`config.mk`:
```
export PLATFORM = sky130hd
export DESIGN_NAME = alarm_irq_ctrl
export DESIGN_NICKNAME = d
export VERILOG_FILES = /design/src/verilog/alarm_irq_pkg.sv /design/src/verilog/level_sync.sv /design/src/verilog/enable_store.sv /design/src/verilog/alarm_irq_ctrl.sv
export SDC_FILE = /design/constraint.sdc
export NUM_CORES = 1
export LEC_CHECK = 0
export BUFFER_PORTS_ARGS = -buffer_cell sky130_fd_sc_hd__buf_2
export CORE_MARGIN = 4
export CORE_UTILIZATION = 40
export CTS_BUF_LIST = sky130_fd_sc_hd__clkbuf_8 sky130_fd_sc_hd__clkbuf_16
export DETAILED_ROUTE_END_ITERATION = 12
export GPL_TIMING_DRIVEN = 0
export HOLD_SLACK_MARGIN = 0.05
export PLACE_DENSITY = 0.68
export SLEW_MARGIN = 20
export SYNTH_ARGS = -nofsm -noshare
export SYNTH_HDL_FRONTEND = slang
export SYNTH_SLANG_ARGS = --single-unit
```
`constraint.sdc`:
```
create_clock -name ref_clk -period 1.5 [get_ports ref_clk]
set_input_delay 0.15 -clock ref_clk [delete_from_list [all_inputs] [get_ports ref_clk]]
set_output_delay 0.15 -clock ref_clk [all_outputs]
set_load 0.05 [all_outputs]
```
`src/verilog/alarm_irq_pkg.sv`:
```
// package: shared offsets, bit positions, reset values and types of the alarm block
package alarm_irq_pkg;

  // ----------------------------------------------------------------
  // channel space and register offsets
  // ----------------------------------------------------------------
  localparam int NUM_CHAN = 8;
  localparam int CHAN_LSB = 4; // channel index sits at addr[6:4], stride 0x10
  localparam int CHAN_MSB = 6;
  localparam int GLOBAL_SPACE_BIT = 7; // addr[7] set means global space, not ours
  localparam logic [3:0] ENABLE_OFFSET = 4'h4;
  localparam logic [3:0] STATUS_OFFSET = 4'h5;
  localparam logic [3:0] CHANGE_OFFSET = 4'h6;

  // ----------------------------------------------------------------
  // bit positions shared by enable, live and change registers
  // ----------------------------------------------------------------
  localparam int BIT_PRBS = 0;
  localparam int BIT_LOSS = 1;
  localparam int BIT_ALL_ONES = 2;
  localparam int BIT_VIOL = 4;
  localparam int BIT_FIFO = 5;
  localparam int BIT_DRIVER = 6;
  localparam int BIT_RSVD = 7;
  localparam logic [7:0] ALARM_BITS_MASK = 8'h77; // bits 7 and 3 unused

  // ----------------------------------------------------------------
  // reset values
  // ----------------------------------------------------------------
  localparam logic [7:0] ENABLE_RESET = 8'h00;
  localparam logic [7:0] STATUS_RESET = 8'h00;
  localparam logic [7:0] CHANGE_RESET = 8'h00;
  localparam logic [7:0] UNMAPPED_READ = 8'h00;

  // ----------------------------------------------------------------
  // types
  // ----------------------------------------------------------------
  typedef struct packed {
    logic driver_monitor;
    logic fifo_near_limit;
    logic line_code_violation;
    logic counter_overflow;
    logic all_ones_alarm;
    logic receive_signal_loss;
    logic pseudo_random_pattern;
  } detect_t;

  typedef struct packed {
    logic wr;
    logic rd;
    logic [7:0] addr;
    logic [7:0] wdata;
  } host_req_t;

  typedef enum {REG_NONE, REG_ENABLE, REG_STATUS, REG_CHANGE} reg_sel_t;

  // which channel register an address names
  function automatic reg_sel_t decode_reg(input logic [7:0] addr);
    reg_sel_t sel;
    sel = REG_NONE;
    if (!addr[GLOBAL_SPACE_BIT]) begin
      case (addr[3:0])
        ENABLE_OFFSET: sel = REG_ENABLE;
        STATUS_OFFSET: sel = REG_STATUS;
        CHANGE_OFFSET: sel = REG_CHANGE;
        default: sel = REG_NONE;
      endcase
    end
    return sel;
  endfunction : decode_reg

  // live status byte from one channel's synchronised detectors
  function automatic logic [7:0] live_byte(input detect_t d, input logic count_mode);
    logic [7:0] b;
    b = STATUS_RESET;
    b[BIT_DRIVER] = d.driver_monitor;
    b[BIT_FIFO] = d.fifo_near_limit;
    b[BIT_VIOL] = count_mode ? d.counter_overflow : d.line_code_violation;
    b[BIT_ALL_ONES] = d.all_ones_alarm;
    b[BIT_LOSS] = d.receive_signal_loss;
    b[BIT_PRBS] = d.pseudo_random_pattern;
    return b;
  endfunction : live_byte

endpackage : alarm_irq_pkg

```
`src/verilog/level_sync.sv`:
```
// two-flop synchroniser for a vector of independent level signals
module level_sync
  import alarm_irq_pkg::*;
#(
  parameter int WIDTH = 7
) (
  input wire logic ref_clk, // register clock
  input wire logic reset_n, // async reset, active low
  input wire logic [WIDTH-1:0] async_in, // levels from another domain
  output logic [WIDTH-1:0] sync_out // levels safe to read on ref_clk
);

  logic [WIDTH-1:0] meta_reg;
  logic [WIDTH-1:0] meta_next;
  logic [WIDTH-1:0] sync_reg;
  logic [WIDTH-1:0] sync_next;

  // elaboration refuses an empty vector
  if (WIDTH < 1) begin : g_bad_width
    $error("level_sync: WIDTH must be at least 1");
  end

  // first stage feeds only the second stage
  always_comb begin
    meta_next = async_in;
    sync_next = meta_reg;
  end

  always_ff @(posedge ref_clk or negedge reset_n) begin
    if (!reset_n) begin
      meta_reg <= '0;
      sync_reg <= '0;
    end else begin
      meta_reg <= meta_next;
      sync_reg <= sync_next;
    end
  end

  assign sync_out = sync_reg;

endmodule : level_sync

```
`src/verilog/enable_store.sv`:
```
// per-channel interrupt enable words with a registered read port
module enable_store
  import alarm_irq_pkg::*;
#(
  parameter int DEPTH = NUM_CHAN,
  parameter int AW = 3
) (
  input wire logic ref_clk, // register clock
  input wire logic reset_n, // async reset, active low
  input wire logic wr_en, // write strobe, one cycle
  input wire logic [AW-1:0] wr_addr, // word written
  input wire logic [7:0] wr_data, // data written
  input wire logic [AW-1:0] rd_addr, // word read
  output logic [7:0] rd_data, // registered read data, next cycle
  output logic [DEPTH-1:0][7:0] words // every word, for the gating logic
);

  logic [DEPTH-1:0][7:0] mem_reg;
  logic [DEPTH-1:0][7:0] mem_next;
  logic [7:0] rd_reg;
  logic [7:0] rd_next;

  // elaboration refuses a depth that the address cannot reach
  if (DEPTH < 1 || DEPTH > (1 << AW)) begin : g_bad_depth
    $error("enable_store: DEPTH does not fit AW");
  end

  // write lands in one word; read samples the old content
  always_comb begin
    mem_next = mem_reg;
    if (wr_en && (int'(wr_addr) < DEPTH)) begin
      mem_next[wr_addr] = wr_data;
    end
    rd_next = (int'(rd_addr) < DEPTH) ? mem_reg[rd_addr] : ENABLE_RESET;
  end

  always_ff @(posedge ref_clk or negedge reset_n) begin
    if (!reset_n) begin
      mem_reg <= {DEPTH{ENABLE_RESET}};
      rd_reg <= ENABLE_RESET;
    end else begin
      mem_reg <= mem_next;
      rd_reg <= rd_next;
    end
  end

  assign rd_data = rd_reg;
  assign words = mem_reg;

endmodule : enable_store

```
`src/verilog/alarm_irq_ctrl.sv`:
```
// alarm live status, change flags and interrupt gating for eight line channels
// Functional notes
// RULE1: enable bit 2 gates all-ones alarm interrupt
// RULE2: enable bit 1 gates signal-loss interrupt
// RULE3: enable bit 0 gates pattern-match interrupt
// RULE4: interrupt pin needs the global enable too
// RULE5: status bit 6 follows driver failure always
// RULE6: driver interrupt needs its enable and global
// RULE7: status bit 5 shows fifo pointers near
// RULE8: bit 4 shows violations, or overflow mode
// RULE9: bit 4 set on violation, bipolar, zeros
// RULE10: violation interrupt needs its enable and global
// RULE11: status bit 2 follows all-ones detection
// RULE12: status bit 1 follows signal loss
// RULE13: status bit 0 follows pattern detection
// RULE14: live bits read-only, zero at reset, 7,3 unused
// RULE15: registers repeat per channel, stride 0x10
// RULE16: any live change sets flag, may interrupt
// RULE17: change flags clear when host reads them
// RULE18: pin ORs enabled flags of all channels
// RULE19: detector inputs synchronised before use
module alarm_irq_ctrl
  import alarm_irq_pkg::*;
#(
  parameter int CHANNELS = NUM_CHAN
) (
  input wire logic ref_clk, // register clock, 25 MHz
  input wire logic reset_n, // async reset, active low
  input wire host_req_t host_req, // host strobes, address and write data
  output logic [7:0] rdata, // read data, registered
  output logic rdata_valid, // one-cycle pulse with rdata
  input wire detect_t [CHANNELS-1:0] detect, // raw detector levels per channel
  input wire logic global_irq_en, // global interrupt enable from global space
  input wire logic violation_count_mode, // 1: bit 4 reports counter overflow
  output logic irq_out // interrupt request, active high
);

  localparam int DW = $bits(detect_t);
  localparam int CW = CHAN_MSB - CHAN_LSB + 1;

  // elaboration refuses more channels than addr[6:4] can name
  if (CHANNELS < 1 || CHANNELS > (1 << CW)) begin : g_bad_channels
    $error("alarm_irq_ctrl: bad CHANNELS");
  end

  // ----------------------------------------------------------------
  // detector synchronisation
  // ----------------------------------------------------------------
  logic [CHANNELS*DW-1:0] detect_sync;
  detect_t [CHANNELS-1:0] detect_s;

  // detectors run off line clocks, so every level gets two flops first
  level_sync #(
    .WIDTH(CHANNELS*DW)
  ) u_detect_sync (
    .ref_clk(ref_clk),
    .reset_n(reset_n),
    .async_in(detect), // RULE19
    .sync_out(detect_sync)
  );

  assign detect_s = detect_sync;

  // ----------------------------------------------------------------
  // host decode
  // ----------------------------------------------------------------
  reg_sel_t host_sel;
  logic [CW-1:0] host_ch;
  logic ch_ok;
  logic enable_wr;

  // every channel owns the same three offsets, channel index in addr[6:4]
  always_comb begin
    host_sel = decode_reg(host_req.addr); // RULE15
    host_ch = host_req.addr[CHAN_MSB:CHAN_LSB]; // RULE15
    ch_ok = int'(host_ch) < CHANNELS;
    enable_wr = host_req.wr && ch_ok && (host_sel == REG_ENABLE);
  end

  // ----------------------------------------------------------------
  // enable registers
  // ----------------------------------------------------------------
  logic [7:0] enable_rdata;
  logic [CHANNELS-1:0][7:0] enable_words;

  // unused bits are masked on the way in so they always read zero
  enable_store #(
    .DEPTH(CHANNELS),
    .AW(CW)
  ) u_enable_store (
    .ref_clk(ref_clk),
    .reset_n(reset_n),
    .wr_en(enable_wr),
    .wr_addr(host_ch),
    .wr_data(host_req.wdata & ALARM_BITS_MASK),
    .rd_addr(host_ch),
    .rd_data(enable_rdata),
    .words(enable_words)
  );

  // ----------------------------------------------------------------
  // live status and change flags
  // ----------------------------------------------------------------
  logic [CHANNELS-1:0][7:0] live_reg;
  logic [CHANNELS-1:0][7:0] live_next;
  logic [CHANNELS-1:0][7:0] flag_reg;
  logic [CHANNELS-1:0][7:0] flag_next;
  logic [CHANNELS-1:0][7:0] change;
  logic [CHANNELS-1:0] flag_clr;

  // live bits track detectors regardless of any enable; a set beats a
  // clear-on-read in the same cycle so no transition is lost
  always_comb begin
    for (int c = 0; c < CHANNELS; c++) begin
      live_next[c] = live_byte(detect_s[c], violation_count_mode); // RULE5 RULE7 RULE8 RULE9
      change[c] = (live_next[c] ^ live_reg[c]) & ALARM_BITS_MASK; // RULE16
      flag_clr[c] = host_req.rd && (host_sel == REG_CHANGE) && (int'(host_ch) == c);
      flag_next[c] = (flag_reg[c] & ~(flag_clr[c] ? 8'hff : 8'h00)) | change[c]; // RULE17
    end
  end

  always_ff @(posedge ref_clk or negedge reset_n) begin
    if (!reset_n) begin
      live_reg <= {CHANNELS{STATUS_RESET}}; // RULE14
      flag_reg <= {CHANNELS{CHANGE_RESET}};
    end else begin
      live_reg <= live_next; // RULE11 RULE12 RULE13
      flag_reg <= flag_next;
    end
  end

  // ----------------------------------------------------------------
  // interrupt gating
  // ----------------------------------------------------------------
  logic [7:0] pend;
  logic irq_reg;
  logic irq_next;

  // per-source pending: any channel with flag and enable both set
  always_comb begin
    pend = 8'h00;
    for (int c = 0; c < CHANNELS; c++) begin
      pend = pend | (flag_reg[c] & enable_words[c]); // RULE1 RULE2 RULE3 RULE6 RULE10
    end
    irq_next = global_irq_en && (|pend); // RULE4 RULE18
  end

  always_ff @(posedge ref_clk or negedge reset_n) begin
    if (!reset_n) begin
      irq_reg <= 1'b0;
    end else begin
      irq_reg <= irq_next;
    end
  end

  assign irq_out = irq_reg;

  // ----------------------------------------------------------------
  // read path: take, then answer two edges later
  // ----------------------------------------------------------------
  reg_sel_t rsel_reg;
  reg_sel_t rsel_next;
  logic rtake_reg;
  logic rtake_next;
  logic [7:0] snap_reg;
  logic [7:0] snap_next;
  logic [7:0] rdata_reg;
  logic [7:0] rdata_next;
  logic rvalid_reg;
  logic rvalid_next;

  // status and flag bytes are snapped at the take edge, so the flags
  // returned are exactly the ones cleared by this read
  always_comb begin
    rtake_next = host_req.rd;
    rsel_next = ch_ok ? host_sel : REG_NONE;
    snap_next = UNMAPPED_READ;
    if (ch_ok && host_sel == REG_STATUS) begin
      snap_next = live_reg[host_ch];
    end else if (ch_ok && host_sel == REG_CHANGE) begin
      snap_next = flag_reg[host_ch];
    end
    rvalid_next = rtake_reg;
    rdata_next = rdata_reg;
    if (rtake_reg) begin
      rdata_next = (rsel_reg == REG_ENABLE) ? enable_rdata : snap_reg;
    end
  end

  always_ff @(posedge ref_clk or negedge reset_n) begin
    if (!reset_n) begin
      rtake_reg <= 1'b0;
      rsel_reg <= REG_NONE;
      snap_reg <= UNMAPPED_READ;
      rvalid_reg <= 1'b0;
      rdata_reg <= UNMAPPED_READ;
    end else begin
      rtake_reg <= rtake_next;
      rsel_reg <= rsel_next;
      snap_reg <= snap_next;
      rvalid_reg <= rvalid_next;
      rdata_reg <= rdata_next;
    end
  end

  assign rdata = rdata_reg;
  assign rdata_valid = rvalid_reg;
endmodule : alarm_irq_ctrl

```
-- Word-level counts from Yosys, hierarchy flattened
Cells that the tools add are included.
- order comparisons: 2
- equal/unequal tests: 14
- multiplexer cells: 30
- bitwise logic cells: 47
- reduce and logical (&&, ||, !) cells: 14
- operators by type and width (kind ; number):
    $and 8x8->8 ; 16
    $mux 8 ; 15
    $bmux 8 s3 ; 3
    $bwmux 64 ; 1
    $eq 32x2->1 const B ; 2
    $eq 32x3->1 const B ; 2
    $not 8->8 ; 8
    $or 8x7->8 ; 8
    $or 8x8->8 ; 7
    $xor 7x7->7 ; 8
    $mux 32 ; 1
    $demux 8 s3 ; 1
    $eq 3x3->1 const B ; 4
    $eq 4x3->1 const B ; 3
    $logic_and 1x1->1 ; 12
    $mux 1 ; 8
    $reduce_or 8->1 ; 1
    $eq 3x2->1 const B ; 2
    $pmux 2 s3 ; 1
    $lt 3x4->1 const B ; 1
    $eq 3x1->1 const B ; 1
    $ge 3x1->1 const B ; 1
    $logic_not 3->1 ; 1
- flip-flop bits (word level): 347
- input port bits: 78
- word-level logic and storage cells: 140

-- Longest topological paths before layout
Gate-level depths: netlist of the first run.
- depth after elaboration: 10
- depth in mapped cells: 5

-- Cells and area by module
Synthesis of the first run repeated with hierarchy kept, for this count alone.
- cell total of the unflattened synthesis: 726
- area total of the unflattened synthesis: 11937.7 µm²
- modules (own cells, without submodules) (module ; instances ; cells an instance ; area an instance (µm²) ; seq. area each (µm²)):
    alarm_irq_ctrl ; 1 ; 434 ; 5941.9 ; 3328.2
    enable_store ; 1 ; 180 ; 3193.1 ; 1801.7
    level_sync ; 1 ; 112 ; 2802.7 ; 2802.7

-- Least setup slack after synthesis of the first run
No wires, ideal clock.
- path type: input port to flip-flop
- start point: input port host_req[8] (netlist bit)
- end point: register u_enable_store.mem_reg, in the netlist u_enable_store.words[16]
- setup time: 0.125 ns
- data arrival time: 1.430 ns
- slack: -0.055 ns
- stages: 4
- cell sequence: nor4b_4 > nand4_4 > nor3b_4 > mux2_2
- word-level cells in the longest chain between the ends: 5
- elaborated cells on any way between the ends: 7
- those cells by class: eq/ne (4); mux (2); reduce/logical (1)
- RTL lines (item ; line ; RTL):
    from (decl) ; alarm_irq_ctrl.sv:29 ; input wire host_req_t host_req,
    $eq 4x3->1 ; alarm_irq_pkg.sv:62 ; case (addr[3:0])
    $pmux 2 s3 (*) ; alarm_irq_pkg.sv:62 ;
    $mux 32 (*) ; alarm_irq_pkg.sv:61 ; if (!addr[GLOBAL_SPACE_BIT]) begin
    $eq 32x2->1 (*) ; alarm_irq_ctrl.sv:77 ; enable_wr = host_req.wr && ch_ok && (host_sel == REG_ENABLE);
    $logic_and 1x1->1 (*) ; alarm_irq_ctrl.sv:77 ;
    to (signal assigned) ; enable_store.sv:39 ; mem_reg <= {DEPTH{ENABLE_RESET}};
    to (signal assigned) ; enable_store.sv:42 ; mem_reg <= mem_next;
    to (decl) ; enable_store.sv:18 ; logic [DEPTH-1:0][7:0] mem_reg;
Mark *: on every way between the ends. The rest lies on a longest branch, timed or not.
A chain may end at the register's enable or synchronous reset.

-- Worst setup path in the final report of the first run
- start point: register flag_reg[44] (netlist bit)
- end point: register irq_reg (netlist: irq_out)
- word-level cells in the longest chain between the ends: 6
- RTL lines (item ; line ; RTL):
    from (decl) ; alarm_irq_ctrl.sv:106 ; logic [CHANNELS-1:0][7:0] flag_reg;
    from (signal assigned) ; alarm_irq_ctrl.sv:125 ; flag_reg <= {CHANNELS{CHANGE_RESET}};
    from (signal assigned) ; alarm_irq_ctrl.sv:128 ; flag_reg <= flag_next;
    $and 8x8->8 ; alarm_irq_ctrl.sv:143 ; pend = pend | (flag_reg[c] & enable_words[c]);
    $or 8x8->8 (3 in series) ; alarm_irq_ctrl.sv:143 ;
    $reduce_or 8->1 ; alarm_irq_ctrl.sv:145 ; irq_next = global_irq_en && (|pend);
    $logic_and 1x1->1 ; alarm_irq_ctrl.sv:145 ;
    named net irq_next ; alarm_irq_ctrl.sv:137 ; logic irq_next;
    to (signal assigned) ; alarm_irq_ctrl.sv:152 ; irq_reg <= irq_next;
    to (decl) ; alarm_irq_ctrl.sv:136 ; logic irq_reg;
The timed path passes the listed nets, and every way through them passes these cells.

==> results of run 1 <==
==> timing repair <==
item / in CTS / in global routing
buffers inserted: 2 / 1
resized for setup: 10 / 4
hold endpoints to repair: 234 / 73
pin swaps: 2 / 3
setup endpoints to repair: 1 / 12
==> layout by cell type, fill, tap and decap left out, types with 4 or more instances in the layout <==
cell type and n:
dfrtp_1 297, buf_2 90, dlygate4sd3_1 65, mux2_2 56
xor2_1 48, a21o_1 48, mux4_2 40, nand2_1 33
clkbuf_16 29, mux2i_1 17, and2_1 16, a22o_1 12
a221oi_2 9, nor2_1 8, a21oi_1 8, inv_1 7
clkbuf_1 7, o22ai_1 7, clkbuf_8 7, bufinv_16 6
nand4_1 5, nand3_1 5, clkinv_2 5, buf_12 4
==> stage by stage <==
step | cells | TNS [ns]
floorplan | 651 | -0.450
CTS | 1197 | -0.0160
global route | 1198 | -0.103
global placement | 1069 | -1542.60
finish | 1198 | -0.0270
detailed placement | 1072 | -52.52
==> worst reg2reg max path: stages (launching register included) <==
cell and delay, ns:
dfrtp_1 0.44, a22o_1 0.24, a221oi_2 0.23, nand4_1 0.13, o31a_1 0.35
==> per-layer routing <==
| layer | up-vias | part of all wire | GRT usage | wire, um |
|---|---|---|---|---|
| met5 | - | 0 | 0 | 0 |
| met2 | 187 | 0.49 | 0.264 | 11500 |
| li1 | 2716 | - | - | - |
| met3 | 43 | 0.064 | 0.0336 | 1520 |
| met1 | 3186 | 0.42 | 0.221 | 10000 |
| met4 | 0 | 0.026 | 0.0409 | 626 |
==> cell type report <==
| class | count | area (sq um) |
|---|---|---|
| fillers | 2190 | 12700 |
| flip-flops and latches | 299 | 7480 |
| multi-input cells | 330 | 3330 |
| repair buffers | 159 | 1270 |
| clock buffers | 36 | 822 |
| well taps | 335 | 419 |
| clock inverters | 17 | 241 |
| plain buffers | 18 | 77.6 |
| inverters | 4 | 15.0 |
==> power breakdown <==
| part | switching (uW) | total (uW) | internal [uW] |
|---|---|---|---|
| combinational | 636 | 1230 | 591 |
| sequential | 181 | 8570 | 8390 |
| clock | 2990 | 7890 | 4900 |
| total | 3810 | 17700 | 13900 |
==> path summary, 6_finish.rpt <==
path | end | startpoint | slack, ns
min in group ref_clk | live_reg[44] | violation_count_mode | 0.13
max in group asynchronous | rdata[7] | reset_n | 0.40
hold reg to reg | u_detect_sync.sync_out[30] | u_detect_sync.meta_reg[30] | 0.34
hold / removal | u_detect_sync.meta_reg[16] | reset_n | -0.08
setup reg to reg | irq_out | flag_reg[44] | -0.03
setup / recovery | irq_out | flag_reg[44] | -0.03
==> cell families after synthesis <==
family,Yosys count
XOR/XNOR,48
flip-flops,299
AO/OA/AOI/OAI,89
AND/OR/NAND/NOR,79
multiplexers,114
buffers and inverters,22
==> impl_metrics.toml, run 1 <==
[logic_synthesis]
syn_nets = 729
synth_area_leader_cell = "dfrtp_1"
synth.top_cell.area_share = 0.691
synth_commonest_cells = "dfrtp_1 (299), mux2_2 (56), a21o_1 (48), xor2_1 (48), mux4_2 (40)"
syn_area_sq_um = 10800
ys_async_sr_fraction = 1.00
ys.flop_type = "dfrtp_1"
yosys.area_share.adder = 0
synth-edff-count = 0
synth-compound-area-share = 0.0618
ys_warn_count = 0
syn_inst = 651
synthMuxAreaShare = 0.158
yosysMostFrequentCell = "dfrtp_1"
synth-seq-cells = 299
yosys.cell_types.count = 28
synth_top_family_by_area = "multiplexers"
yosys.area_share.xor_xnor = 0.0388
synth-simple-area-share = 0.0423
yosysSeqAreaShare = 0.691
avgSynthCellArea_sq_um = 16.6
netlist_top_cells_area = "dfrtp_1 (69%), mux4_2 (8.3%), mux2_2 (5.8%)"

[clock_tree]
root_buffer = "clkbuf_16"
cts_tree = "built"
clockBufferDepth = 3
hold_buffers = 70
cts.htree.levels = 1
clkLatencyLatePin_ns = 0.55
cts_inserted_buffers = 29
clkSinkCount = 299
cts.clk_slew.worst_paths_ns = 0.06

[setup_path]
worst_path_largest_cell_delay_ns = 0.44
crit_chain = "a22o_1 -> a221oi_2 -> nand4_1 -> o31a_1"
critPathMaxFanout = 3
critPathTopFamily = "compound AO/OA/AOI/OAI gates"
critPathArrivalTime_ns = 1.94
critPathBufInv = 0
reg2reg_depth = 4
cp.depth = 4
cp.required_ns = 1.91
critPathKind = "reg2reg"
critical_path.startpoint_type = "flop"
slowest_stage = "dfrtp_1"
endpoint_kind = "flop"

[die]
row_count = 59
start_util = 0.411
die_y_um = 173
dieArea_sq_um = 29800
io_pins = 88
core_sq_um = 26400
die_w_um = 173

[place]
dp_hpwl_mm = 16.0
gp_congestion = 0.912
place_area_sq_um = 11800
dp_slack_ns = -0.546
io_buffers = 83

[sta]
setup_violations = 1
worst_pin_slew_ns = 0.906
hold_viol = 45
period_share = 1.02
grt_setup_unrepaired = "true"
hold_ws_ns = -0.0767
fin_crit_ns = 1.53
relSlewSlack = 0.396
max_freq_ghz = 0.655
slew_viol_final = 0
worst_slack_ns = -0.0270
clock_skew_ns = 0.0109

[global_routing]
grt_max_degree = 102
antenna_found_initial = 0
grt_usage = 0.161
grt_pass1_vias = 6691
grt-ovfl-total = 0
grt_pass1_wl_mm = 37.9

[route]
postRouteAntennaNets = 0
first_iter_violations = 347
wl_per_cell_um = 19.8
drc = 0
firstDrtPassIters = 4
drt-total-wl_mm = 23.7
via_per_inst = 5.12
vias = 6132

[status]
violations = "negative hold slack, negative setup slack"
outcome = "finished, violations left"

[finish]
largest_register_ffs = 64
fin_nets = 919
finish.instance_area_sq_um = 13700
drive_gt1_frac = 0.309
antenna_cells = 0
area_growth_pct = 26.0
final_util = 0.518

[pwr]
p_leak_uw = 0.00602
powerDensity_nw_per_um2 = 1300
power_uw = 17700
ir_drop_uv = 1040

[min_path]
hp-class = "in2async"

[flow_run]
drv_cap = 0
Power figures use the tool's default switching activity.
==> run 2: changes to the inputs <==
--- a/config.mk
+++ b/config.mk
@@ -7,13 +7,15 @@
 export LEC_CHECK = 0
 export BUFFER_PORTS_ARGS = -buffer_cell sky130_fd_sc_hd__buf_2
 export CORE_MARGIN = 4
-export CORE_UTILIZATION = 40
+export CORE_UTILIZATION = 30
 export CTS_BUF_LIST = sky130_fd_sc_hd__clkbuf_8 sky130_fd_sc_hd__clkbuf_16
 export DETAILED_ROUTE_END_ITERATION = 12
 export GPL_TIMING_DRIVEN = 0
 export HOLD_SLACK_MARGIN = 0.05
-export PLACE_DENSITY = 0.68
+export MAX_ROUTING_LAYER = met4
+export PLACE_DENSITY = 0.56
 export SLEW_MARGIN = 20
 export SYNTH_ARGS = -nofsm -noshare
 export SYNTH_HDL_FRONTEND = slang
+export SYNTH_HIERARCHICAL = 1
 export SYNTH_SLANG_ARGS = --single-unit
==> run 2 against run 1 <==
  * The flow finishes with violations (negative setup slack)
  * Clock-buffer cell count up 9
  * Sequential share of layout area down 3.2 points
  * Sequential cell count up 18
  * Critical path type unchanged
==> impl_metrics.toml, run 2 <==
[setup_path]
crit_chain = "a22o_1 -> a221oi_2 -> nand4_1 -> nor3_2 -> a21boi_1"
critPathArrivalTime_ns = 1.94
critical_path.startpoint_type = "flop"
slowest_stage = "dfrtp_1"
critPathMaxFanout = 3
endpoint_kind = "flop"
critPathKind = "reg2reg"
cp.required_ns = 1.89
worst_path_largest_cell_delay_ns = 0.42

[place]
io_buffers = 81
dp_slack_ns = -1.05
gp_congestion = 0.912
dp_hpwl_mm = 20.6

[pwr]
p_sw_uw = 4320
p_leak_uw = 0.00688
power_frac_clock = 0.464
ir_drop_uv = 975
sw_frac_of_total = 0.220
seq_power_share = 0.464
internal-power_uw = 15300
comb_power_share = 0.072
powerDensity_nw_per_um2 = 1280
power_uw = 19600

[global_routing]
antenna_found_initial = 1
grt_pass1_vias = 7622
grt-ovfl-total = 0
grt_usage = 0.148
grt_pass1_wl_mm = 47.4
grt_max_degree = 102

[clock_tree]
cts.htree.levels = 2
clkLatencyLatePin_ns = 0.51
cts_tree = "built"
cts_inserted_buffers = 35
root_buffer = "clkbuf_16"
clockBufferDepth = 3
clkSinkCount = 317
cts.clk_slew.worst_paths_ns = 0.06

[die]
core_sq_um = 39000
io_pins = 88
die_y_um = 207
dieArea_sq_um = 43000
die_w_um = 207
start_util = 0.306
row_count = 72

[route]
postRouteAntennaNets = 0
wl_per_cell_um = 20.5
vias = 6834
firstDrtPassIters = 4
first_iter_violations = 487
met3_wirelength_mm = 1.69
highest_layer = "met4"
drt-met1-wl_mm = 13.1
drc = 0
drt-total-wl_mm = 30.5
via_per_inst = 4.61
wl_met2_mm = 14.9

[flow_run]
drv_cap = 0

[sta]
max_freq_ghz = 0.644
relSlewSlack = 0.447
hold_viol = 0
setup_violations = 2
worst_pin_slew_ns = 0.825
clock_skew_ns = 0.0138
fin_crit_ns = 1.55
slew_viol_final = 0
worst_slack_ns = -0.0533
period_share = 1.04
grt_setup_unrepaired = "true"

[logic_synthesis]
syn_area_sq_um = 11900
synth_commonest_cells = "dfrtp_1 (317), mux2_2 (80), nand2_1 (56)"
synth-edff-count = 0
synth.top_cell.area_share = 0.665
syn_inst = 726
synth_area_leader_cell = "dfrtp_1"
ys_warn_count = 6
yosysSeqAreaShare = 0.665
ys.flop_type = "dfrtp_1"
netlist_top_cells_area = "dfrtp_1 (66%), mux2_2 (7.5%), mux4_2 (5.5%)"
avgSynthCellArea_sq_um = 16.4
synth-seq-cells = 317
ys_async_sr_fraction = 1.00
yosysMostFrequentCell = "dfrtp_1"
yosys.cell_types.count = 43

[finish]
most-common-layout-cells = "dfrtp_1 (317), buf_2 (87), dlygate4sd3_1 (66)"
drive_gt1_frac = 0.329
fin_nets = 1018
area_growth_pct = 28.8
final_util = 0.394
n_fill_cell = 3632
layout_commonest_cell = "dfrtp_1"

[min_path]
hp-class = "in2reg"

[status]
violations = "negative setup slack"
outcome = "finished, violations left"
## run 2: cell count changes after synthesis, sizes merged, moves of 14 or more
| cell | before | now |
|---|---|---|
| a21o | 48 | 21 |
| xnor2 | 0 | 27 |
| xor2 | 48 | 21 |
| nand2 | 33 | 59 |
| mux2 | 56 | 80 |
| dfrtp | 299 | 317 |
| a22oi | 0 | 14 |
## run 2: timing repair
item	CTS	global route
gates resized for setup	11	11
cloned	0	0
setup endpoints to repair	67	93
endpoints found under the hold margin	168	0
setup buffers	12	0
hold buffers	66	0
pin swaps	5	4
## run 2: critical path, delay by kind of cell (launching register included)
family             cells  cell delay [ns]
AOI/OAI and AO/OA      3             0.57
and+or+nand+nor        2             0.44
DFF                    1             0.42
## run 2: layout make-up
type                       count  area [sq um]  share of cell area
tap                          518           648              0.0422
clock buffer                  45          1040              0.0674
timing repair buffer         162          1270              0.0826
clock inverter                16           211              0.0138
multi-input combinational    398          4060               0.264
buffer                        26           206              0.0134
sequential                   317          7930               0.516
antenna                        1          2.50            0.000163
## run 2: logic make-up after synthesis
group | after synthesis | synth area share
simple gates | 120 | 0.0607
compound gates | 68 | 0.0423
mux | 146 | 0.182
buf+inv | 26 | 0.0153
xor+xnor | 48 | 0.0352
flops | 317 | 0.665
other cells | 1 | 0.000314
## run 2: through the flow
stage               instances  cell area, sq um  TNS [ns]  hold WS, ns
floorplan                 741             12100    -11.35       -0.146
global placement         1340             13200  -1874.50        0.258
detailed placement       1343             13200    -71.98        0.129
CTS                      1482             15300    -0.135       0.0686
global route             1483             15400    -0.147        0.105
finish                   1483             15400   -0.0821       0.0881
## run 2: power groups by stage
stage	Clock, uW	Sequential (uW)	Combinational, uW
after global placement	0	9260	1220
after floorplan	0	9280	634
after CTS	9360	9120	1430
after global routing	9700	9160	1550
after detailed placement	0	9270	1270
final	9100	9120	1410
## run 2: routing by layer
layer  GRT usage  vias to the layer above
met5           -                        -
met4      0.0410                        0
met3      0.0314                       48
met2       0.240                      178
met1       0.188                     3559
li1            -                     3049
## run 2: worst paths after layout
kind,startpoint,endpoint,slack [ns],depth (start not counted)
max in group asynchronous,reset_n,u_enable_store/words[36],0.24,4
hold / removal,host_req[9],rsel_reg[1],0.09,3
hold reg to reg,u_detect_sync/meta_reg[40],u_detect_sync/sync_out[40],0.35,0
setup / recovery,u_enable_store/words[14],irq_out,-0.05,5
setup reg to reg,u_enable_store/words[14],irq_out,-0.05,5
min in group asynchronous,reset_n,u_detect_sync/meta_reg[2],0.13,2
==> run 3: changes to the inputs <==
--- a/config.mk
+++ b/config.mk
@@ -7,13 +7,13 @@
 export LEC_CHECK = 0
 export BUFFER_PORTS_ARGS = -buffer_cell sky130_fd_sc_hd__buf_2
 export CORE_MARGIN = 4
-export CORE_UTILIZATION = 30
+export CORE_UTILIZATION = 25
 export CTS_BUF_LIST = sky130_fd_sc_hd__clkbuf_8 sky130_fd_sc_hd__clkbuf_16
 export DETAILED_ROUTE_END_ITERATION = 12
 export GPL_TIMING_DRIVEN = 0
 export HOLD_SLACK_MARGIN = 0.05
 export MAX_ROUTING_LAYER = met4
-export PLACE_DENSITY = 0.56
+export PLACE_DENSITY = 0.52
 export SLEW_MARGIN = 20
 export SYNTH_ARGS = -nofsm -noshare
 export SYNTH_HDL_FRONTEND = slang
==> constraint.sdc (replaced) <==
create_clock -name ref_clk -period 1.4 [get_ports ref_clk]
set_input_delay 0.14 -clock ref_clk [delete_from_list [all_inputs] [get_ports ref_clk]]
set_output_delay 0.14 -clock ref_clk [all_outputs]
set_load 0.05 [all_outputs]
==> run 3 against run 2 <==
  * The run ends with negative hold slack, negative setup slack left
  * Clock-buffer cell count grew 1
  * Sequential share of layout area shrank 0.49 points
  * Core utilization shrank 6.3 points
  * Critical endpoint unchanged
  * First-iteration DRC count shrank 21%
  * Critical path type unchanged
  * Maximum frequency grew 2.0%
==> impl_metrics.toml, run 3 (synthesis results as in run 2) <==
[finish]
area_growth_pct = 30.1
instances_no_fill = 1577
n_fill_cell = 4647
final_util = 0.332
drive_gt1_frac = 0.350
fin_nets = 1024
most-common-layout-cells = "dfrtp_1 (311), buf_2 (87), dlygate4sd3_1 (66)"
layout_commonest_cell = "dfrtp_1"

[flow_run]
drv_cap = 0

[clock_tree]
hold_buffers = 66
cts.htree.levels = 2
cts_inserted_buffers = 35
clkSinkCount = 317
root_buffer = "clkbuf_16"
cts_tree = "built"
cts.clk_slew.worst_paths_ns = 0.06
clkLatencyLatePin_ns = 0.52
clockBufferDepth = 3

[route]
drt-total-wl_mm = 31.7
first_iter_violations = 383
firstDrtPassIters = 5
vias = 6871
postRouteAntennaNets = 0
wl_per_cell_um = 20.1
via_per_inst = 4.36
drc = 0

[setup_path]
reg2reg_depth = 5
timing.rr.start = "u_enable_store/words[20]"
critPathTopFamily = "compound AO/OA/AOI/OAI gates"
cp.required_ns = 1.77
reg2reg_to = "irq_out"
critPathBufInv = 0
slowest_stage = "dfrtp_1"
critical_path.startpoint_type = "flop"
endpoint_kind = "flop"
r2r_slack_ns = -0.12
crit_chain = "a22o_1 -> a221oi_2 -> nand4_1 -> nor3_2 -> a21boi_2"
critPathArrivalTime_ns = 1.90
critPathMaxFanout = 3
critPathKind = "reg2reg"
worst_path_largest_cell_delay_ns = 0.41

[global_routing]
grt-ovfl-total = 0
grt_pass1_wl_mm = 48.3
grt_usage = 0.131
grt_max_degree = 98
grt_pass1_vias = 7412
antenna_found_initial = 2

[min_path]
hp-class = "in2async"

[sta]
setup_violations = 4
clock_skew_ns = 0.0210
hold_viol = 74
relSlewSlack = 0.414
worst_pin_slew_ns = 0.874
slew_viol_final = 0
fin_crit_ns = 1.52
grt_setup_unrepaired = "true"
finalSetupTns_ns = -0.190
hold_ws_ns = -0.414
max_freq_ghz = 0.657
worst_slack_ns = -0.123
period_share = 1.09

[place]
io_buffers = 81
dp_slack_ns = -1.08
placedCellCount = 1432
dp_hpwl_mm = 21.6
gp_congestion = 0.875

[status]
violations = "negative hold slack, negative setup slack"
outcome = "finished, violations left"

[die]
die_w_um = 227
row_count = 79
die_y_um = 227
core_sq_um = 46900
dieArea_sq_um = 51300
io_pins = 88
start_util = 0.255

[pwr]
powerDensity_nw_per_um2 = 1320
power_uw = 20500
p_leak_uw = 0.00691
ir_drop_uv = 723
run 3: changes by cell type in the layout (fill, tap and decap cells not counted), sizes merged:
cell      previous run  this run
clkinv               7         6
buf                117       124
bufinv               5         2
clkinvlp             2         0
inv                  2         6
run 3: cell type report:
class	instances	area, sq um	area share
tap	607	759	0.0489
buffer	26	216	0.0139
timing repair buffer	168	1310	0.0843
sequential	317	7940	0.511
clock buffer	46	1050	0.0676
antenna	1	2.50	0.000161
clock inverter	14	113	0.00725
multi-input combinational	398	4140	0.267
run 3: how the worst max path moves through the flow:
stage | start | to | slack (ns) | cells after the start
2_1_floorplan | host_req[11] | u_enable_store/words[0] | -0.35 | 5
3_3_place_gp | reset_n | u_detect_sync/meta_reg[14] | -5.82 | 1
3_5_place_dp | host_req[11] | u_enable_store/words[48] | -1.08 | 6
4_1_cts | u_enable_store/words[20] | irq_out | -0.11 | 5
5_1_grt | u_enable_store/words[20] | irq_out | -0.20 | 5
6_report | u_enable_store/words[20] | irq_out | -0.12 | 5
run 3: what timing repair did:
action                                 CTS  global route
gates resized for setup                 28            24
pin swaps                               10             3
endpoints found under the hold margin  182            74
setup endpoints to repair               69            40
buffers inserted                        11             7
run 3: power breakdown:
group / leakage, uW / switching (uW) / total [uW] / internal [uW]
Sequential: 0.00377 / 224 / 9770 / 9540
Combinational: 0.00253 / 813 / 1560 / 750
Clock: 0.000604 / 3590 / 9190 / 5600
run 3: metrics by stage:
step	hold WS, ns	area (sq um)
after floorplan	-0.156	12100
after global placement	0.248	13300
after detailed placement	0.162	13400
after CTS	-0.378	15400
after global routing	-0.365	15500
final	-0.414	15500
run 3: layer usage:
metal | vias to the layer above | wire (um) | part of all wire | track usage
met2 | 156 | 15600 | 0.49 | 0.212
met4 | 0 | 627 | 0.020 | 0.0326
met1 | 3611 | 13800 | 0.43 | 0.169
met3 | 51 | 1740 | 0.055 | 0.0269
li1 | 3053 | - | - | -
met5 | - | 0 | 0 | -
